<file path="config.mk">
export PLATFORM = sky130hd
export DESIGN_NAME = bcseq_top
export DESIGN_NICKNAME = d
export VERILOG_FILES = /design/src/bcseq_pkg.sv /design/src/bcseq_top.sv /design/src/bcseq_cbuf_mon.sv
export VERILOG_INCLUDE_DIRS = /design/src
export SDC_FILE = /design/constraint.sdc
export NUM_CORES = 1
export LEC_CHECK = 0
export BUFFER_PORTS_ARGS = -buffer_cell sky130_fd_sc_hd__buf_2
export CAP_MARGIN = 20
export CORE_ASPECT_RATIO = 0.9
export CORE_MARGIN = 2
export CORE_UTILIZATION = 51
export CTS_CLUSTER_SIZE = 40
export DETAILED_ROUTE_END_ITERATION = 8
export PLACE_DENSITY_LB_ADDON = 0.2
export SYNTH_ARGS = -nofsm -noshare
export SYNTH_HDL_FRONTEND = slang
export SYNTH_SLANG_ARGS = --single-unit
</file>
<file path="constraint.sdc">
create_clock -name mclk -period 4.47 [get_ports mclk]
set_input_delay 0.2235 -clock mclk [delete_from_list [all_inputs] [get_ports mclk]]
set_output_delay 0.2235 -clock mclk [all_outputs]
set_load 0.05 [all_outputs]
</file>
<file path="src/bcseq_cfg.svh">
// Constants for the bus controller instruction sequencer.
`ifndef BCSEQ_CFG_SVH
`define BCSEQ_CFG_SVH
`define BCSEQ_OPC_HALT 4'h0
`define BCSEQ_OPC_EXEC 4'h1
`define BCSEQ_OPC_FLIP 4'h2
`define BCSEQ_OPC_FLAG 4'h3
`define BCSEQ_OPC_JUMP 4'h4
`define BCSEQ_OPC_PSHI 4'h5
`define BCSEQ_OPC_PSHM 4'h6
`define BCSEQ_OPC_PSHT 4'h7
`define BCSEQ_OPC_PSHB 4'h8
`define BCSEQ_OPC_IRQ 4'h9
`define BCSEQ_OPC_WTRG 4'ha
`define BCSEQ_OPC_LDTT 4'hb
`define BCSEQ_OP_MSB 15
`define BCSEQ_OP_LSB 12
`define BCSEQ_COND_INV 4
`define BCSEQ_COND_MSB 3
`define BCSEQ_COND_ALWAYS 4'h0
`define BCSEQ_COND_GOOD 4'h1
`define BCSEQ_COND_BAD 4'h2
`define BCSEQ_FLIP_MASK 16'h0010
`define BCSEQ_CFG_BASE_MSB 15
`define BCSEQ_CFG_BASE_LSB 10
`define BCSEQ_CFG_SYNC_BIT 2
`define BCSEQ_FIXED_LOW 10'h000
`define BCSEQ_CC_FLAG4_BIT 4
`define BCSEQ_QUEUE_BASE 16'h0100
`define BCSEQ_QUEUE_LEN 16'h0040
`define BCSEQ_CBUF_ADDR_W 13
`endif

</file>
<file path="src/bcseq_pkg.sv">
// Types shared by the sequencer and its buffer monitor.
`default_nettype none
`include "bcseq_cfg.svh"
package bcseq_pkg;
    typedef enum logic [3:0] {
        ST_IDLE = 4'h0, ST_FETCH_OP = 4'h1, ST_FETCH_PAR = 4'h2, ST_EXEC = 4'h3,
        ST_MSG_WAIT = 4'h4, ST_FLIP_CHK = 4'h5, ST_FLIP_WR = 4'h6, ST_PUSH_RD = 4'h7,
        ST_PUSH_WR = 4'h8, ST_WAIT_TRIG = 4'h9
    } bcseq_state_t;
    typedef struct packed {
        bcseq_state_t state;
        logic [15:0] ip, op_word, par, ttag, qptr, bsw;
        logic [7:0] flags;
        logic good, bad, trig_q;
        logic mem_req, mem_we;
        logic [15:0] mem_addr, mem_wdata;
        logic msg_start, sync_en;
        logic [15:0] msg_ptr, sync_data;
        logic irq, busy;
        logic [15:0] irq_cause, fixed_base;
        logic [7:0] cond_code;
    } bcseq_regs_t;
    typedef struct packed {
        logic [`BCSEQ_CBUF_ADDR_W:0] cnt;
        logic half, full;
    } bcseq_cbuf_t;
endpackage : bcseq_pkg
`default_nettype wire

</file>
<file path="src/bcseq_top.sv">
// Bus controller instruction sequencer with shared memory master port.
`timescale 1ns/10ps
`default_nettype none
`include "bcseq_cfg.svh"
module bcseq_top #(
    parameter logic [15:0] QUEUE_BASE = `BCSEQ_QUEUE_BASE,
    parameter logic [15:0] QUEUE_LEN = `BCSEQ_QUEUE_LEN
) (
    // Clock and reset.
    input wire logic mclk,
    input wire logic rst_n,
    // Host control and configuration.
    input wire logic bc_start,
    input wire logic [15:0] bc_start_addr,
    input wire logic [15:0] cfg_word,
    input wire logic [7:0] host_flag_set,
    input wire logic [7:0] host_flag_clr,
    output logic busy,
    output logic [7:0] cond_code,
    output logic [15:0] fixed_base,
    output logic host_irq,
    output logic [15:0] host_irq_cause,
    // Shared memory master.
    output logic mem_req,
    output logic mem_we,
    output logic [15:0] mem_addr,
    output logic [15:0] mem_wdata,
    input wire logic mem_ack,
    input wire logic [15:0] mem_rdata,
    // Message engine.
    output logic msg_start,
    output logic [15:0] msg_ptr,
    output logic msg_sync_tag_en,
    output logic [15:0] msg_sync_data,
    input wire logic msg_done,
    input wire logic msg_good,
    input wire logic [15:0] msg_block_status,
    // Time tag, trigger and queue write pointer.
    input wire logic ttag_tick,
    input wire logic external_trigger_in,
    output logic [15:0] ttag_value,
    output logic [15:0] queue_wr_ptr,
    // Remote terminal circular buffer monitor.
    input wire logic rt_word_stored,
    input wire logic [3:0] rt_cbuf_size_log2,
    input wire logic rt_half_en,
    input wire logic rt_full_en,
    output logic rt_half_irq,
    output logic rt_full_irq
);
    bcseq_pkg::bcseq_regs_t s_reg, s_next;
    logic cond_now;
    logic [3:0] opc;
    logic [15:0] q_last;

    assign opc = s_reg.op_word[`BCSEQ_OP_MSB:`BCSEQ_OP_LSB];
    assign q_last = QUEUE_BASE + QUEUE_LEN - 16'h0001;

    // Condition select: always, good, bad or a general flag, optionally inverted.
    function automatic logic cond_eval(input logic [15:0] w, input logic [7:0] f, input logic g, input logic b);
        logic [3:0] sel;
        logic r;
        sel = w[`BCSEQ_COND_MSB:0];
        r = 1'b0;
        if (sel == `BCSEQ_COND_ALWAYS) begin
            r = 1'b1;
        end else if (sel == `BCSEQ_COND_GOOD) begin
            r = g;
        end else if (sel == `BCSEQ_COND_BAD) begin
            r = b;
        end else if (sel[3]) begin
            r = f[sel[2:0]];
        end
        return r ^ w[`BCSEQ_COND_INV];
    endfunction : cond_eval

    assign cond_now = cond_eval(s_reg.op_word, s_reg.flags, s_reg.good, s_reg.bad);

    // Next-state logic for the whole sequencer.
    always_comb begin
        logic fetch;
        fetch = 1'b0;
        s_next = s_reg;
        s_next.msg_start = 1'b0;
        s_next.irq = 1'b0;
        s_next.trig_q = external_trigger_in;
        s_next.fixed_base = {cfg_word[`BCSEQ_CFG_BASE_MSB:`BCSEQ_CFG_BASE_LSB], `BCSEQ_FIXED_LOW};
        if (ttag_tick) begin
            s_next.ttag = s_reg.ttag + 16'h0001;
        end
        unique case (s_reg.state)
            bcseq_pkg::ST_IDLE: begin
                if (bc_start) begin
                    s_next.ip = bc_start_addr;
                    fetch = 1'b1;
                end
            end
            bcseq_pkg::ST_FETCH_OP: begin
                if (mem_ack) begin
                    s_next.op_word = mem_rdata;
                    s_next.mem_addr = s_reg.ip + 16'h0001;
                    s_next.state = bcseq_pkg::ST_FETCH_PAR;
                end
            end
            bcseq_pkg::ST_FETCH_PAR: begin
                if (mem_ack) begin
                    s_next.par = mem_rdata;
                    s_next.mem_req = 1'b0;
                    s_next.ip = s_reg.ip + 16'h0002;
                    s_next.state = bcseq_pkg::ST_EXEC;
                end
            end
            bcseq_pkg::ST_EXEC: begin
                fetch = 1'b1;
                if (opc == `BCSEQ_OPC_FLIP || (opc == `BCSEQ_OPC_EXEC && cond_now)) begin
                    // The pointer itself is never altered by a plain execute.
                    s_next.msg_start = 1'b1;
                    s_next.msg_ptr = s_reg.par;
                    s_next.sync_en = cfg_word[`BCSEQ_CFG_SYNC_BIT];
                    s_next.sync_data = s_reg.ttag;
                    s_next.state = bcseq_pkg::ST_MSG_WAIT;
                    fetch = 1'b0;
                end else if (cond_now) begin
                    unique case (opc)
                        `BCSEQ_OPC_FLAG: s_next.flags = (s_reg.flags & ~s_reg.par[15:8]) | s_reg.par[7:0];
                        `BCSEQ_OPC_JUMP: s_next.ip = s_reg.par;
                        `BCSEQ_OPC_PSHI, `BCSEQ_OPC_PSHT, `BCSEQ_OPC_PSHB: begin
                            s_next.mem_wdata = (opc == `BCSEQ_OPC_PSHI) ? s_reg.par :
                                (opc == `BCSEQ_OPC_PSHT) ? s_reg.ttag : s_reg.bsw;
                            s_next.mem_req = 1'b1;
                            s_next.mem_we = 1'b1;
                            s_next.mem_addr = s_reg.qptr;
                            s_next.state = bcseq_pkg::ST_PUSH_WR;
                            fetch = 1'b0;
                        end
                        `BCSEQ_OPC_PSHM: begin
                            s_next.mem_req = 1'b1;
                            s_next.mem_we = 1'b0;
                            s_next.mem_addr = s_reg.par;
                            s_next.state = bcseq_pkg::ST_PUSH_RD;
                            fetch = 1'b0;
                        end
                        `BCSEQ_OPC_IRQ: begin
                            s_next.irq = 1'b1;
                            s_next.irq_cause = s_reg.par;
                        end
                        `BCSEQ_OPC_WTRG: begin
                            s_next.state = bcseq_pkg::ST_WAIT_TRIG;
                            fetch = 1'b0;
                        end
                        `BCSEQ_OPC_LDTT: s_next.ttag = s_reg.par;
                        default: begin
                            s_next.state = bcseq_pkg::ST_IDLE;
                            fetch = 1'b0;
                        end
                    endcase
                end
            end
            bcseq_pkg::ST_MSG_WAIT: begin
                if (msg_done) begin
                    s_next.good = msg_good;
                    s_next.bad = !msg_good;
                    s_next.bsw = msg_block_status;
                    if (opc == `BCSEQ_OPC_FLIP) begin
                        s_next.state = bcseq_pkg::ST_FLIP_CHK;
                    end else begin
                        fetch = 1'b1;
                    end
                end
            end
            bcseq_pkg::ST_FLIP_CHK: begin
                // Checked after the message so a bad outcome can steer the flip.
                if (cond_now) begin
                    s_next.mem_req = 1'b1;
                    s_next.mem_we = 1'b1;
                    s_next.mem_addr = s_reg.ip - 16'h0001;
                    s_next.mem_wdata = s_reg.par ^ `BCSEQ_FLIP_MASK;
                    s_next.state = bcseq_pkg::ST_FLIP_WR;
                end else begin
                    fetch = 1'b1;
                end
            end
            bcseq_pkg::ST_FLIP_WR: begin
                fetch = mem_ack;
            end
            bcseq_pkg::ST_PUSH_RD: begin
                if (mem_ack) begin
                    s_next.mem_wdata = mem_rdata;
                    s_next.mem_we = 1'b1;
                    s_next.mem_addr = s_reg.qptr;
                    s_next.state = bcseq_pkg::ST_PUSH_WR;
                end
            end
            bcseq_pkg::ST_PUSH_WR: begin
                if (mem_ack) begin
                    s_next.qptr = (s_reg.qptr == q_last) ? QUEUE_BASE : s_reg.qptr + 16'h0001;
                    fetch = 1'b1;
                end
            end
            bcseq_pkg::ST_WAIT_TRIG: begin
                fetch = external_trigger_in && !s_reg.trig_q;
            end
            default: s_next.state = bcseq_pkg::ST_IDLE;
        endcase
        if (fetch) begin
            s_next.state = bcseq_pkg::ST_FETCH_OP;
            s_next.mem_req = 1'b1;
            s_next.mem_we = 1'b0;
            s_next.mem_addr = s_next.ip;
        end
        // Host writes come last, so a host set beats any clear in the same cycle.
        s_next.flags = (s_next.flags & ~host_flag_clr) | host_flag_set;
        s_next.cond_code = {3'h0, s_next.flags[4], 1'b0, s_next.bad, s_next.good, 1'b0};
        // Busy is registered alongside the state so the pin comes straight from a flop.
        s_next.busy = (s_next.state != bcseq_pkg::ST_IDLE);
    end

    // State register.
    always_ff @(posedge mclk or negedge rst_n) begin
        if (!rst_n) begin
            s_reg <= '0;
            s_reg.qptr <= QUEUE_BASE;
        end else begin
            s_reg <= s_next;
        end
    end

    // Outputs come straight from the state register.
    assign busy = s_reg.busy;
    assign cond_code = s_reg.cond_code;
    assign fixed_base = s_reg.fixed_base;
    assign host_irq = s_reg.irq;
    assign host_irq_cause = s_reg.irq_cause;
    assign mem_req = s_reg.mem_req;
    assign mem_we = s_reg.mem_we;
    assign mem_addr = s_reg.mem_addr;
    assign mem_wdata = s_reg.mem_wdata;
    assign msg_start = s_reg.msg_start;
    assign msg_ptr = s_reg.msg_ptr;
    assign msg_sync_tag_en = s_reg.sync_en;
    assign msg_sync_data = s_reg.sync_data;
    assign ttag_value = s_reg.ttag;
    assign queue_wr_ptr = s_reg.qptr;

    // Remote terminal buffer rollover tracking.
    bcseq_cbuf_mon bcseq_cbuf_mon_inst (
        .mclk(mclk),
        .rst_n(rst_n),
        .word_stored(rt_word_stored),
        .size_log2(rt_cbuf_size_log2),
        .half_en(rt_half_en),
        .full_en(rt_full_en),
        .half_irq(rt_half_irq),
        .full_irq(rt_full_irq)
    );
endmodule : bcseq_top
`default_nettype wire

</file>
<file path="src/bcseq_cbuf_mon.sv">
// Circular buffer fill monitor raising half and full rollover pulses.
`timescale 1ns/10ps
`default_nettype none
`include "bcseq_cfg.svh"
module bcseq_cbuf_mon #(
    parameter int ADDR_W = `BCSEQ_CBUF_ADDR_W
) (
    // Clock and reset.
    input wire logic mclk,
    input wire logic rst_n,
    // Buffer activity and setup.
    input wire logic word_stored,
    input wire logic [3:0] size_log2,
    input wire logic half_en,
    input wire logic full_en,
    // Rollover pulses.
    output logic half_irq,
    output logic full_irq
);
    bcseq_pkg::bcseq_cbuf_t s_reg, s_next;
    logic [ADDR_W:0] size;
    logic [ADDR_W:0] cnt_inc;

    // Sizes beyond the largest buffer are clamped so the count cannot overrun.
    always_comb begin
        size = (size_log2 > 4'(ADDR_W)) ? ((ADDR_W+1)'(1) << ADDR_W) : ((ADDR_W+1)'(1) << size_log2);
        cnt_inc = s_reg.cnt + (ADDR_W+1)'(1);
        s_next = s_reg;
        s_next.half = 1'b0;
        s_next.full = 1'b0;
        if (word_stored) begin
            s_next.cnt = cnt_inc;
            if (cnt_inc == (size >> 1)) begin
                s_next.half = half_en;
            end
            if (cnt_inc >= size) begin
                s_next.full = full_en;
                s_next.cnt = '0;
            end
        end
    end

    // State register.
    always_ff @(posedge mclk or negedge rst_n) begin
        if (!rst_n) begin
            s_reg <= '0;
        end else begin
            s_reg <= s_next;
        end
    end

    assign half_irq = s_reg.half;
    assign full_irq = s_reg.full;
endmodule : bcseq_cbuf_mon
`default_nettype wire

</file>
Word-level counts from Yosys, hierarchy flattened:

Cells that the tools add are included.

* flip-flop bits (word level): 222
* logic and storage cells: 174

* add/sub/neg operators: 6
* equality and inequality tests: 36
* order comparisons: 3
* shift-type cells: 1
* reductions and logical operators: 25
* multiplexer cells: 67
* bitwise operators: 9

Operator list (count)
* 16-bit two-way mux: 13
* 34-bit two-way mux: 4
* 16-bit case mux with 3 select lines: 2
* 16-bit case mux with 4 select lines: 1
* 16-bit by 1-bit adder with 16-bit output (second input constant): 3
* 20-bit two-way mux: 2
* 18-bit case mux with 2 select lines: 1
* 35-bit two-way mux: 1
* 33-bit two-way mux: 1
* 4-bit by 3-bit equality test with 1-bit output (second input constant): 8
* 8-bit two-way mux: 4
* 14-bit two-way mux: 2
* 4-bit two-way mux: 7
* 4-bit case mux with 7 select lines: 1
* 4-bit equality test (second input constant): 6
* 4-bit by 2-bit equality test with 1-bit output (second input constant): 5
* 1-bit two-way mux: 19
* 18-bit two-way mux: 1
* 3-bit inequality test (second input constant): 6
* 6-bit AND reduction: 3
* 16-bit by 2-bit adder with 16-bit output (second input constant): 1
* 8-bit AND: 2
* 16-bit by 9-bit equality test with 1-bit output (second input constant): 1
* 8-bit NOT: 2
* other kinds (31): 51

Logic depth before layout (Yosys ltp):

Gate-level depths: netlist of the first run.

* depth after elaboration: 13
* gate-level depth with buffers: 14
* mapped depth without buffers: 13

Cells and area by module:

A second synthesis of the first run with hierarchy kept.

* cells, all modules: 1378
* area total of the unflattened synthesis: 13347.8 um^2

By module, submodules not included
* bcseq_top: cells an instance 1193, times used 1, area each 11795.1 um^2
* bcseq_cbuf_mon: cells an instance 185, times used 1, area each 1552.7 um^2

Worst setup path before layout of the first run:

Ideal clock, no wire load.

* path kind: register to register
* from: register s_reg[219] (netlist name)
* to: register s_reg, in the netlist mem_addr[8]
* period minus slack after synthesis: 3.410 ns
* cell stages (with the launch flop): 15
* setup time: 0.125 ns
* arrival: 3.285 ns
* slack: 1.060 ns
* required time: 4.345 ns
* cell sequence: dfrtp_1 > clkbuf_1 > nor2b_1 > nand2_1 > clkbuf_1 > inv_1 > ha_1 > nor2b_1 > o31a_1 > o311ai_0 > nand2_1 > xor2_1 > a222oi_1 > o21ai_0 > mux2_4

* cells in the longest elaborated chain, start to end: 4
* elaborated cells on any way between the ends: 22
* classes of those cells: eq/ne (15); mux (4); reduce/logical (3)

Ends and longest elaborated chain
* start, declared: RTL line bcseq_top.sv:51 `bcseq_pkg::bcseq_regs_t s_reg, s_next;`
* start signal, assigned: RTL line bcseq_top.sv:224 `s_reg <= s_next;`
* 4-bit equality test (tied with other cells): RTL line bcseq_top.sv:91 `unique case (s_reg.state)`
* 1-bit case mux with 7 select lines: RTL line bcseq_top.sv:91
* 4-bit by 2-bit inequality test with 1-bit output (no line) (tied with other cells)
* 7-bit AND reduction (no line)

Parallel ways exist; a longest one is shown, timed or not.
A chain may end at the register's enable or synchronous reset.

Worst setup path in the final report of the first run:

* from: register s_reg[220] (netlist name)
* to: register s_reg, in the netlist mem_addr[8]

The elaborated chain is that of the path after synthesis.

==> results.md, run 1 <==
* Crit path buffers/inverters at 1
* CP max FO at 15
* Placed insts at 1,801
* Post-Place Setup Slack at 0.985 ns
* Worst skew pair latency at 0.52 ns
* Die Wd at 172 um
* Routed WL per cell at 19.3 um
* Initial antenna violation count at 0
* Post-DP Area at 13,500 sq um
* TritonRoute pass-1 iters at 5
* Synth cell types at 73
* Via count of the first global-routing pass at 10,000
* NumNets Final at 1,672
* PwrDens at 687 nW/um^2
* Post-synth EDFFs at 0
* Pin count of the biggest net entering global routing at 128
* Crit path cell chain: nor2b_1 -> nand2_1 -> inv_1 -> ha_1 -> nor2b_1 -> o31a_1 -> o311ai_0 -> nand2_1 -> xor2_1 -> a222oi_1 -> o21ai_0 -> mux2_4
* N_diodes at 0
* Worst path slowest cell: dfrtp_1
* Core Footprint at 25,100 sq um
* Total negative slack at 0 ns
* GRT Total Usage at 27.4%
* Max cap viols at 0
* Syn_area_per_cell at 9.27 sq um
* VDD IR max at 0.354 mV
* DP HPWL at 25,600 um
* Max-slew headroom at 29.7%
* Via/cell ratio at 5.62
* TritonCTS buffer count at 24
* Final instance area at 14,900 sq um
* CTS resizes at 0
* Share of cells above drive strength 1 at 24.1%
* Period utilization at 79.7%
* ANT nets after route at 0
* Worst min path class: in -> reg
* RSZ-0062 raised after global routing: no
* Flops & latches, synth at 212
* Crit path required time at 4.86 ns
* Final Setup Violations at 0
* Synth warnings at 0
* Num rows at 55
* Max-slew violations at 0
* PortBufs at 214
* CTS Buffer Depth at 3
* Hold_buf cts at 58
* DRT iter0 DRCs at 939
* Synth Flop Type: dfrtp_1
* Status: complete, no violations
* Grt total ovfl at 0
* Mapped cell area at 13,000 sq um
* Final worst path period need at 3.56 ns
* Crit. End Element: register
* Leakage at 7.42 nW
* Post-CTS setup buffer count at 0
* RePlAce Congestion at 0.983
* Post-Route Skew at 0.0167 ns
* DRT Wirelength at 36,800 um
* Initial core utilization at 51.8%
* First-pass GRT wire length at 56,800 um
* Crit-path leading delay family: compound AO/OA/AOI/OAI gates
* CTS root buf: clkbuf_16
* CP max stage delay at 0.55 ns
* Area delta synth->final at 14.5%
* CP Class: reg -> reg
* Max reg flops at 66
* Startpoint types: register
* Fmax at 0.281 GHz
* CTS tree: done
* Register area share after synthesis at 40.8%
* Non-Filler Instances at 1,903
* Clock transition at path regs at 0.06 ns
* Chip height at 155 um
* Syn Inst Count at 1,403
* Critical Path AT at 3.96 ns
* Ys async rst share at 100%
* Die ar. at 26,800 sq um
* Setup WS post-layout at 0.905 ns
* Final hold violation count at 0
* Total number of vias at 10,700
* I/O pins at 239
* Slew @ Worst Pin at 1.05 ns
* Total power at 0.0102 W
* Clock sink count at 212
* H-tree levels at 1
* Post-route DRC at 0
[where the power goes]
part           internal, W  total (W)  switching (W)
Sequential         0.00249    0.00336       0.000870
Combinational      0.00168    0.00485        0.00317
Clock              0.00120    0.00201       0.000808
Total              0.00538     0.0102        0.00485
[cell usage in the layout (no fill, tap or decap), drive strengths merged, types with 6 or more instances in the layout]
| master | netlist | layout |
|---|---|---|
| a21o | 8 | 8 |
| nor3 | 21 | 21 |
| o21ai | 92 | 92 |
| clkbuf | 49 | 33 |
| a21oi | 51 | 51 |
| nand2 | 251 | 251 |
| nand3 | 30 | 30 |
| o21bai | 10 | 10 |
| nand4 | 18 | 18 |
| nand2b | 15 | 15 |
| dfrtp | 211 | 211 |
| and3 | 13 | 13 |
| clkinv | 1 | 7 |
| mux2i | 20 | 20 |
| mux2 | 89 | 89 |
| xnor2 | 41 | 41 |
| a221oi | 6 | 6 |
| o21a | 8 | 8 |
| a22oi | 12 | 12 |
| nor2b | 17 | 17 |
| o221ai | 17 | 17 |
| o2bb2ai | 11 | 11 |
| conb | 1 | 15 |
| buf | 147 | 239 |
| ha | 32 | 32 |
| xor2 | 31 | 31 |
| dlygate4sd3 | 0 | 58 |
| a2bb2oi | 10 | 10 |
| a222oi | 10 | 10 |
| inv | 22 | 23 |
| or3 | 6 | 6 |
| nor2 | 77 | 77 |
[per-layer routing]
layer  global-route usage [%]  up-vias  routed length, um
met2                     40.4      423              15900
met1                     40.7     5136              16900
li1                         -     5074                  -
met5                        0        -                  0
met3                     4.60       71               2610
met4                     9.40        0               1400
[cell usage after synthesis (10+ instances only)]
| library cell | n | area share (%) |
|---|---|---|
| nand3_1 | 30 | 1.2 |
| a2bb2oi_1 | 10 | 0.67 |
| inv_1 | 20 | 0.58 |
| nand4_1 | 18 | 0.87 |
| ha_1 | 32 | 3.1 |
| xor2_1 | 30 | 2.0 |
| nor3_1 | 21 | 0.81 |
| and3_1 | 13 | 0.63 |
| mux2_1 | 10 | 0.87 |
| a21oi_1 | 49 | 1.9 |
| clkbuf_1 | 49 | 1.4 |
| xnor2_1 | 41 | 2.8 |
| mux2_2 | 73 | 6.3 |
| buf_4 | 140 | 8.1 |
| nand2b_1 | 15 | 0.72 |
| a222oi_1 | 10 | 0.77 |
| o2bb2ai_1 | 11 | 0.74 |
| nand2_1 | 251 | 7.2 |
| o21bai_1 | 10 | 0.58 |
| nor2b_1 | 17 | 0.82 |
| a22oi_1 | 12 | 0.69 |
| o21ai_0 | 89 | 3.4 |
| mux2i_1 | 20 | 1.5 |
| dfrtp_1 | 211 | 41 |
| nor2_1 | 77 | 2.2 |
| o221ai_1 | 17 | 1.1 |
[final timing paths]
path | startpoint | endpoint | slack [ns] | depth (start not counted)
worst min register to register | msg_sync_data[15]$_DFFE_PN0P_ | msg_sync_data[15]$_DFFE_PN0P_ | 0.47 | 2
max in group asynchronous | rst_n | bcseq_cbuf_mon_inst.s_reg[2]$_DFFE_PN0P_ | 3.08 | 3
worst min-delay path | mem_rdata[14] | opc[2]$_DFFE_PN0P_ | 0.04 | 2
worst max register to register | s_reg[220]$_DFF_PN0_ | mem_addr[8]$_DFFE_PN0P_ | 0.91 | 12
worst max-delay path | s_reg[220]$_DFF_PN0_ | mem_addr[8]$_DFFE_PN0P_ | 0.91 | 12
min in group asynchronous | rst_n | fixed_base[15]$_DFF_PN0_ | 0.36 | 2
[cell families (layout without fill, tap and decap cells)]
| group | count (synthesis) | after routing | synth area share (%) |
|---|---|---|---|
| adder cells (fa/ha/maj) | 33 | 33 | 3.23 |
| multiplexers | 111 | 111 | 9.77 |
| XOR/XNOR | 72 | 72 | 4.91 |
| buffers and inverters | 219 | 363 | 10.5 |
| AND/OR/NAND/NOR | 475 | 475 | 16.3 |
| other | 1 | 15 | 0.0288 |
| flip-flops | 212 | 212 | 40.8 |
| AO/OA/AOI/OAI | 280 | 280 | 14.4 |
[final cells by class]
class,count,area (sq um)
fill,2234,10200
clock buffer,33,696
multi-input combinational,986,6390
tap,342,428
clock inverter,10,110
sequential,212,5310
inverter,23,86.3
timing repair buffer,297,1870
[per-stage QoR]
step,hold slack (ns),utilization (%)
3_5_place_dp,0.333,53.7
6_report,0.0429,59.2
4_1_cts,0.0253,59.2
5_1_grt,0.0203,59.2
3_3_place_gp,0.331,53.7
2_1_floorplan,-0.0721,-
Note: power is estimated with default switching activity, not from simulation.
==> run 2, diff against run 1 <==
clock period = 3.4 ns   (was 4.47 ns; I/O delays follow)
==> results.md, run 2 (synthesized netlist as in run 1, its figures left out) <==
* Status: complete, no violations
* Grt total ovfl at 0 (unchanged)
* PwrDens at 894 nW/um^2 (+30%)
* Worst skew pair latency at 0.54 ns (+0.02 ns)
* Critical Path AT at 3.62 ns (-0.34 ns)
* PortBufs at 214 (unchanged)
* CP max FO at 17 (+2)
* NumNets Final at 1,688 (+0.96%)
* DP HPWL at 25,900 um (+1.2%)
* Worst-case hold path end point: bcseq_cbuf_mon_inst.s_reg[7]$_DFFE_PN0P_
* Core Footprint at 25,100 sq um (unchanged)
* Max-slew violations at 0 (unchanged)
* Worst R2R Path Depth at 8 (-4)
* H-tree levels at 1 (unchanged)
* Die Wd at 172 um (unchanged)
* Routed WL per cell at 19.2 um (-0.69%)
* Num rows at 55 (unchanged)
* CP Class: reg -> reg
* TritonCTS buffer count at 25 (+4.2%)
* Initial antenna violation count at 1 (+1)
* Max reg flops at 66 (unchanged)
* Max cap viols at 0 (unchanged)
* Via/cell ratio at 5.64 (+0.19%)
* First-pass GRT wire length at 56,800 um (about the same)
* I/O pins at 239 (unchanged)
* Commonest non-fill, non-tap cell in the layout: nand2_1
* Max-slew headroom at 38.7% (+9.0 points)
* TritonRoute pass-1 iters at 6 (+1)
* Post-route DRC at 0 (unchanged)
* Hold Path Stages at 3 (+1)
* RePlAce Congestion at 0.923 (-6.1%)
* CTS root buf: clkbuf_16
* # fillers at 2,248 (+0.63%)
* Post-Route Skew at 0.0300 ns (+0.0133 ns)
* Total number of vias at 10,800 (+1.2%)
* Clock sink count at 212 (unchanged)
* Worst min path class: in -> reg
* HP Start: rt_word_stored
* Worst path slowest cell: mux4_2
* Final worst path period need at 3.23 ns (-0.338 ns)
* Post-CTS setup buffer count at 0 (unchanged)
* Reg-to-Reg Start: s_reg[185]$_DFFE_PN0P_
* Most frequent cells in the layout: nand2_1 (251), buf_2 (213), dfrtp_1 (211), o21ai_0 (88), nor2_1 (77)
* CP max stage delay at 0.53 ns (-0.02 ns)
* Initial core utilization at 51.8% (unchanged)
* ANT nets after route at 0 (unchanged)
* Footprint of the multi-input gates at 6410 sq um (+0.29%)
* DRT iter0 DRCs at 1,083 (+15%)
* CTS tree: done
* Crit. End Element: register
* Total negative slack at 0 ns (unchanged)
* GRT Total Usage at 27.3% (-0.058 points)
* Register area at 5310 sq um (unchanged)
* FF-to-FF setup slack at 0.17 ns (-0.73 ns)
* Final Hold Slack at 0.0610 ns (+0.0182 ns)
* Fmax at 0.310 GHz (+10%)
* Leakage at 7.49 nW (+0.99%)
* Share of cells above drive strength 1 at 25.0% (+0.87 points)
* Final Setup Violations at 0 (unchanged)
* Die ar. at 26,800 sq um (unchanged)
* Startpoint types: register
* DRT Wirelength at 36,900 um (+0.30%)
* VDD IR max at 0.462 mV (+31%)
* Period utilization at 94.9% (+15 points)
* Final hold violation count at 0 (unchanged)
* Placed insts at 1,814 (+0.72%)
* Clock transition at path regs at 0.06 ns (about the same)
* Final design utilization at 59.8% (+0.52 points)
* CTS Buffer Depth at 3 (unchanged)
* Chip height at 155 um (unchanged)
* Non-Filler Instances at 1,922 (+1.0%)
* Crit path cell chain: mux4_2 -> mux2_2 -> a21oi_2 -> xor2_4 -> o41ai_2 -> o21ai_4 -> clkinv_2 -> mux2_4
* RSZ-0062 raised after global routing: no
* Slew @ Worst Pin at 0.916 ns (-0.139 ns)
* Crit path required time at 3.80 ns (-1.06 ns)
* Reg-to-reg endpoint: mem_addr[7]$_DFFE_PN0P_
* Pin count of the biggest net entering global routing at 94 (-27%)
* Area delta synth->final at 15.5%
* Via count of the first global-routing pass at 10,200 (+2.1%)
==> run 2: cell types whose count changed in the layout (fill, tap and decap cells not counted), sizes merged <==
cell / before / now
dlygate4sd3: 58 / 60
inv: 23 / 22
buf: 239 / 252
diode: 0 / 1
bufinv: 2 / 1
clkbuf: 33 / 30
clkinvlp: 1 / 4
clkinv: 7 / 12
==> run 2: power breakdown <==
part | switching, W | total (W) | internal, W
Sequential | 0.00116 | 0.00444 | 0.00328
Clock | 0.00111 | 0.00259 | 0.00148
Combinational | 0.00415 | 0.00640 | 0.00225
Total | 0.00643 | 0.0134 | 0.00700
==> run 2: critical path: cells and delay by family, from the launching register on <==
| family | cells | cell delay, ns |
|---|---|---|
| DFF | 1 | 0.44 |
| buffers and inverters | 1 | 0.36 |
| muxes | 3 | 1.25 |
| AOI/OAI and AO/OA | 3 | 0.60 |
| xor gates and xnor gates | 1 | 0.44 |
==> run 2: layout make-up <==
cell class,count,share of cell area [%]
clock buffers,30,4.43
flip-flops and latches,212,35.3
multi-input cells,986,42.7
diodes,1,0.0167
well taps,342,2.85
repair buffers,312,13.3
clock inverters,16,0.817
inverters,23,0.583
==> run 2: repair_timing <==
action                     4_1_cts  5_1_grt
setup endpoints to repair        0       30
gates resized for setup          0        4
hold buffers                    60        0
hold endpoints to repair       155        0
==> run 2: per-layer routing <==
metal  vias to the layer above  wire length, um  track usage [%]
met2                       466            15600             40.0
met4                         0             1420             10.5
li1                       5102                -                -
met5                         -                0                0
met1                      5183            17100             40.3
met3                        80             2830             4.73
==> run 2: worst max-delay path by stage <==
stage               slack, ns                    from  depth (start not counted)                  endpoint
floorplan                0.14    s_reg[219]$_DFF_PN0_                         14   mem_addr[8]$_DFFE_PN0P_
global route            0.005  s_reg[185]$_DFFE_PN0P_                          8   mem_addr[7]$_DFFE_PN0P_
finish                   0.17  s_reg[185]$_DFFE_PN0P_                          8   mem_addr[7]$_DFFE_PN0P_
CTS                      0.09  s_reg[185]$_DFFE_PN0P_                          8  mem_wdata[1]$_DFFE_PN0P_
global placement         0.16  s_reg[185]$_DFFE_PN0P_                          8  mem_wdata[5]$_DFFE_PN0P_
detailed placement        0.1  s_reg[185]$_DFFE_PN0P_                          8  mem_wdata[0]$_DFFE_PN0P_
==> run 2: stage by stage <==
step | setup slack (ns) | area (sq um) | power [W]
final | 0.173 | 15000 | 0.0134
after CTS | 0.0897 | 15000 | 0.0134
after global placement | 0.162 | 13600 | 0.0106
after global routing | 0.00501 | 15000 | 0.0142
after floorplan | 0.138 | 13100 | 0.00937
after detailed placement | 0.0952 | 13600 | 0.0107
==> run 3, diff against run 2 <==
CORE_UTILIZATION = 57   (was 51)
SYNTH_HIERARCHICAL = 1   (was default)
==> results.md, run 3 <==
* Status: complete, no violations
* Main combinational cell family by area after synthesis: compound AO/OA/AOI/OAI gates
* Max-slew violations at 0 (unchanged)
* ANT nets after route at 0 (unchanged)
* RePlAce Congestion at 0.944 (+2.2%)
* Synth cell types at 90 (+23%)
* Worst skew pair latency at 0.52 ns (-0.02 ns)
* Die Wd at 165 um (-4.1%)
* Slew @ Worst Pin at 0.934 ns (+0.0180 ns)
* PortBufs at 214 (unchanged)
* CP max FO at 16 (-1)
* Final worst path period need at 3.28 ns (+0.0569 ns)
* Crit. Startpoint: s_reg[185]$_DFFE_PN0P_
* Pin count of the biggest net entering global routing at 100 (+6.4%)
* Fmax at 0.305 GHz (-1.7%)
* Sequential share of power at 33.4% (+0.3 points)
* Post-route DRC at 0 (unchanged)
* Grt total ovfl at 0 (unchanged)
* Crit. End Element: register
* Post-Route Skew at 0.0257 ns (-0.00432 ns)
* Reg-to-reg endpoint: s_reg[119]$_DFF_PN0_
* First-pass GRT wire length at 60,900 um (+7.1%)
* Syn Inst Count at 1,378 (-1.8%)
* DRT Wirelength at 39,800 um (+7.8%)
* Simple-gate share of the synthesized area at 14.3% (-2.0 points)
* Combinational Power Share at 47.0% (-0.6 points)
* Synth warnings at 6 (+6)
* Top cell type's share of synthesized area at 39.6% (-1.1 points)
* CTS Buffer Depth at 3 (unchanged)
* RSZ-0062 raised after global routing: no
* CP Capture Point: s_reg[119]$_DFF_PN0_
* Placed insts at 1,730 (-4.6%)
* HP Start: rt_word_stored
* Non-Filler Instances at 1,834 (-4.6%)
* Crit path cell chain: mux4_1 -> mux2i_2 -> mux2_4 -> a211oi_2 -> buf_4 -> nand2_1 -> a22oi_1 -> o21bai_1 -> dlygate4sd3_1
* Clock transition at path regs at 0.06 ns (about the same)
* Worst R2R Path Depth at 9 (+1)
* TritonRoute pass-1 iters at 5 (-1)
* Core Footprint at 23,200 sq um (-7.6%)
* Most frequent cells after synthesis: dfrtp_1 (211), buf_4 (142), nand2_1 (119)
* DP HPWL at 27,800 um (+7.3%)
* Worst path slowest cell: mux4_1
* CTS tree: done
* # fillers at 1,918 (-15%)
* Final Setup Violations at 0 (unchanged)
* Max-slew headroom at 37.6% (-1.1 points)
* Top cell type by total area after synthesis: dfrtp_1
* Total power at 0.0136 W (+1.3%)
* Ys async rst share at 100% (unchanged)
* GRT Total Usage at 32.1% (+4.7 points)
* Critical path depth in cells at 9 (+1)
* Crit path buffers/inverters at 2 (+1)
* Initial antenna violation count at 3 (+2)
* Flops & latches, synth at 212 (unchanged)
* CTS root buf: clkbuf_16
* Clock sink count at 212 (unchanged)
* Dominant cells by area after synthesis: dfrtp_1 (40%), buf_4 (8.0%), mux2_2 (7.6%)
* Num rows at 53 (-3.6%)
* Most frequent cells in the layout: buf_2 (213), dfrtp_1 (211), nand2_1 (119), mux2_2 (90), o21ai_0 (80)
* Commonest non-fill, non-tap cell in the layout: buf_2
* Switching pwr at 0.00650 W (+1.2%)
* H-tree levels at 1 (unchanged)
* Syn_area_per_cell at 9.69 sq um (+4.5%)
* Chip height at 149 um (-4.0%)
* Post-synth EDFFs at 0 (unchanged)
* Via/cell ratio at 6.19 (+9.9%)
* Share of cells above drive strength 1 at 27.6% (+2.6 points)
* PwrDens at 892 nW/um^2 (-0.29%)
* Mux cell area share after synthesis at 10.3% (+0.49 points)
* Mapped cell area at 13,300 sq um (+2.7%)
* Synth Area in XOR/XNOR at 3.81% (-1.1 points)
* Worst min path class: in -> reg
* Startpoint types: register
* Max cap viols at 0 (unchanged)
* Clock power share at 19.6% (+0.3 points)
* CP Class: reg -> reg
* Initial core utilization at 57.5% (+5.8 points)
* Compound-Gate Fraction of Synth Area at 17.5% (+3.0 points)
* NumNets Final at 1,640 (-2.8%)
* FF-to-FF setup slack at 0.12 ns (-0.06 ns)
* Most common cell in the netlist: dfrtp_1
* TritonCTS buffer count at 23 (-8.0%)
* Die ar. at 24,700 sq um (-7.9%)
* Switching share of total power at 47.8% (-0.063 points)
* Synth Area in Adders at 3.15% (-0.084 points)
* Via count of the first global-routing pass at 10,700 (+4.9%)
* Period utilization at 96.6% (+1.7 points)
* Reg-to-Reg Start: s_reg[185]$_DFFE_PN0P_
* Total number of vias at 11,400 (+4.9%)
* Post-CTS setup buffer count at 0 (unchanged)
* Area delta synth->final at 14.3%
* Total negative slack at 0 ns (unchanged)
* Leakage at 7.19 nW (-4.0%)
* Internal power at 0.00710 W (+1.4%)
* Critical Path AT at 3.67 ns (+0.05 ns)
* Max reg flops at 66 (unchanged)
* I/O pins at 239 (unchanged)
* CP max stage delay at 0.61 ns (+0.08 ns)
* Register area share after synthesis at 39.8% (-1.1 points)
* Crit path required time at 3.79 ns (about the same)
* Final design utilization at 65.7% (+5.9 points)
* Final hold violation count at 0 (unchanged)
* VDD IR max at 0.819 mV (+77%)
* DRT iter0 DRCs at 1,112 (+2.7%)
* Synth Flop Type: dfrtp_1
* Routed WL per cell at 21.7 um (+13%)
* Crit-path leading delay family: multiplexers
==> run 3: cell types whose count changed after synthesis, sizes merged, moves of 10 or more <==
| cell | change |
|---|---|
| a211oi | +16 |
| nor3 | +15 |
| nand2 | -131 |
| o21a | +10 |
| o22ai | +17 |
| buf | +15 |
| a221oi | +19 |
| a21oi | -19 |
==> run 3: worst min-delay path by stage <==
stage          depth (start not counted)                                        end  slack (ns)
2_1_floorplan                          0     bcseq_cbuf_mon_inst/full_irq$_DFF_PN0_       -0.13
3_3_place_gp                           1                       s_reg[220]$_DFF_PN0_        0.03
3_5_place_dp                           1                       s_reg[220]$_DFF_PN0_        0.03
4_1_cts                                3  bcseq_cbuf_mon_inst/s_reg[11]$_DFFE_PN0P_       0.005
5_1_grt                                3  bcseq_cbuf_mon_inst/s_reg[11]$_DFFE_PN0P_        0.02
6_report                               3  bcseq_cbuf_mon_inst/s_reg[15]$_DFFE_PN0P_        0.02
==> run 3: kinds of logic (layout without fill, tap and decap cells) <==
group | count (synthesis) | after routing
DFF | 212 | 212
xor gates and xnor gates | 58 | 58
and+or+nand+nor | 380 | 380
adders and majority gates | 33 | 33
buffers and inverters | 244 | 381
muxes | 121 | 121
other | 1 | 18
AOI/OAI and AO/OA | 329 | 329
==> run 3: power groups by stage <==
stage / clock, W / sequential, W / combinational (W)
2_1_floorplan: 0 / 0.00384 / 0.00562
3_3_place_gp: 0 / 0.00448 / 0.00613
3_5_place_dp: 0 / 0.00451 / 0.00622
4_1_cts: 0.00270 / 0.00447 / 0.00633
5_1_grt: 0.00280 / 0.00461 / 0.00687
6_report: 0.00267 / 0.00454 / 0.00639
==> run 3: area by class of cell <==
class	count	area [sq um]	area share, %
clock inverter	13	181	1.19
clock buffer	29	628	4.12
timing repair buffer	315	2020	13.3
inverter	24	90.1	0.591
multi-input combinational	936	6640	43.5
antenna	3	7.51	0.0492
sequential	212	5310	34.8
tap	302	378	2.48
==> run 3: worst reg2reg max path: cells and delay by family, from the launching register on <==
| family | cells | cell delay [ns] |
|---|---|---|
| DFF | 1 | 0.48 |
| buffers and inverters | 2 | 0.79 |
| AOI/OAI and AO/OA | 3 | 0.56 |
| and+or+nand+nor | 1 | 0.07 |
| muxes | 3 | 1.25 |
==> run 3: through the flow <==
step                      cell area [sq um]  setup WS [ns]  hold WS [ns]
after floorplan                       13400        0.00552        -0.126
after detailed placement              13800          0.242        0.0340
after global routing                  15200         0.0170        0.0210
final                                 15300          0.116        0.0150
after CTS                             15200          0.156       0.00465
after global placement                13800          0.305        0.0325
==> run 3: repair_timing <==
item,4_1_cts,5_1_grt
setup endpoints to repair,0,8
gates resized for setup,0,2
hold endpoints to repair,223,0
hold buffers,59,0
==> run 3: layer usage <==
layer | vias up | global-route usage, % | wire (um)
li1 | 5159 | - | -
met1 | 5539 | 46.2 | 17300
met2 | 572 | 47.3 | 17300
met3 | 85 | 8.23 | 3940
met4 | 6 | 10.6 | 1230
met5 | - | 0 | 39
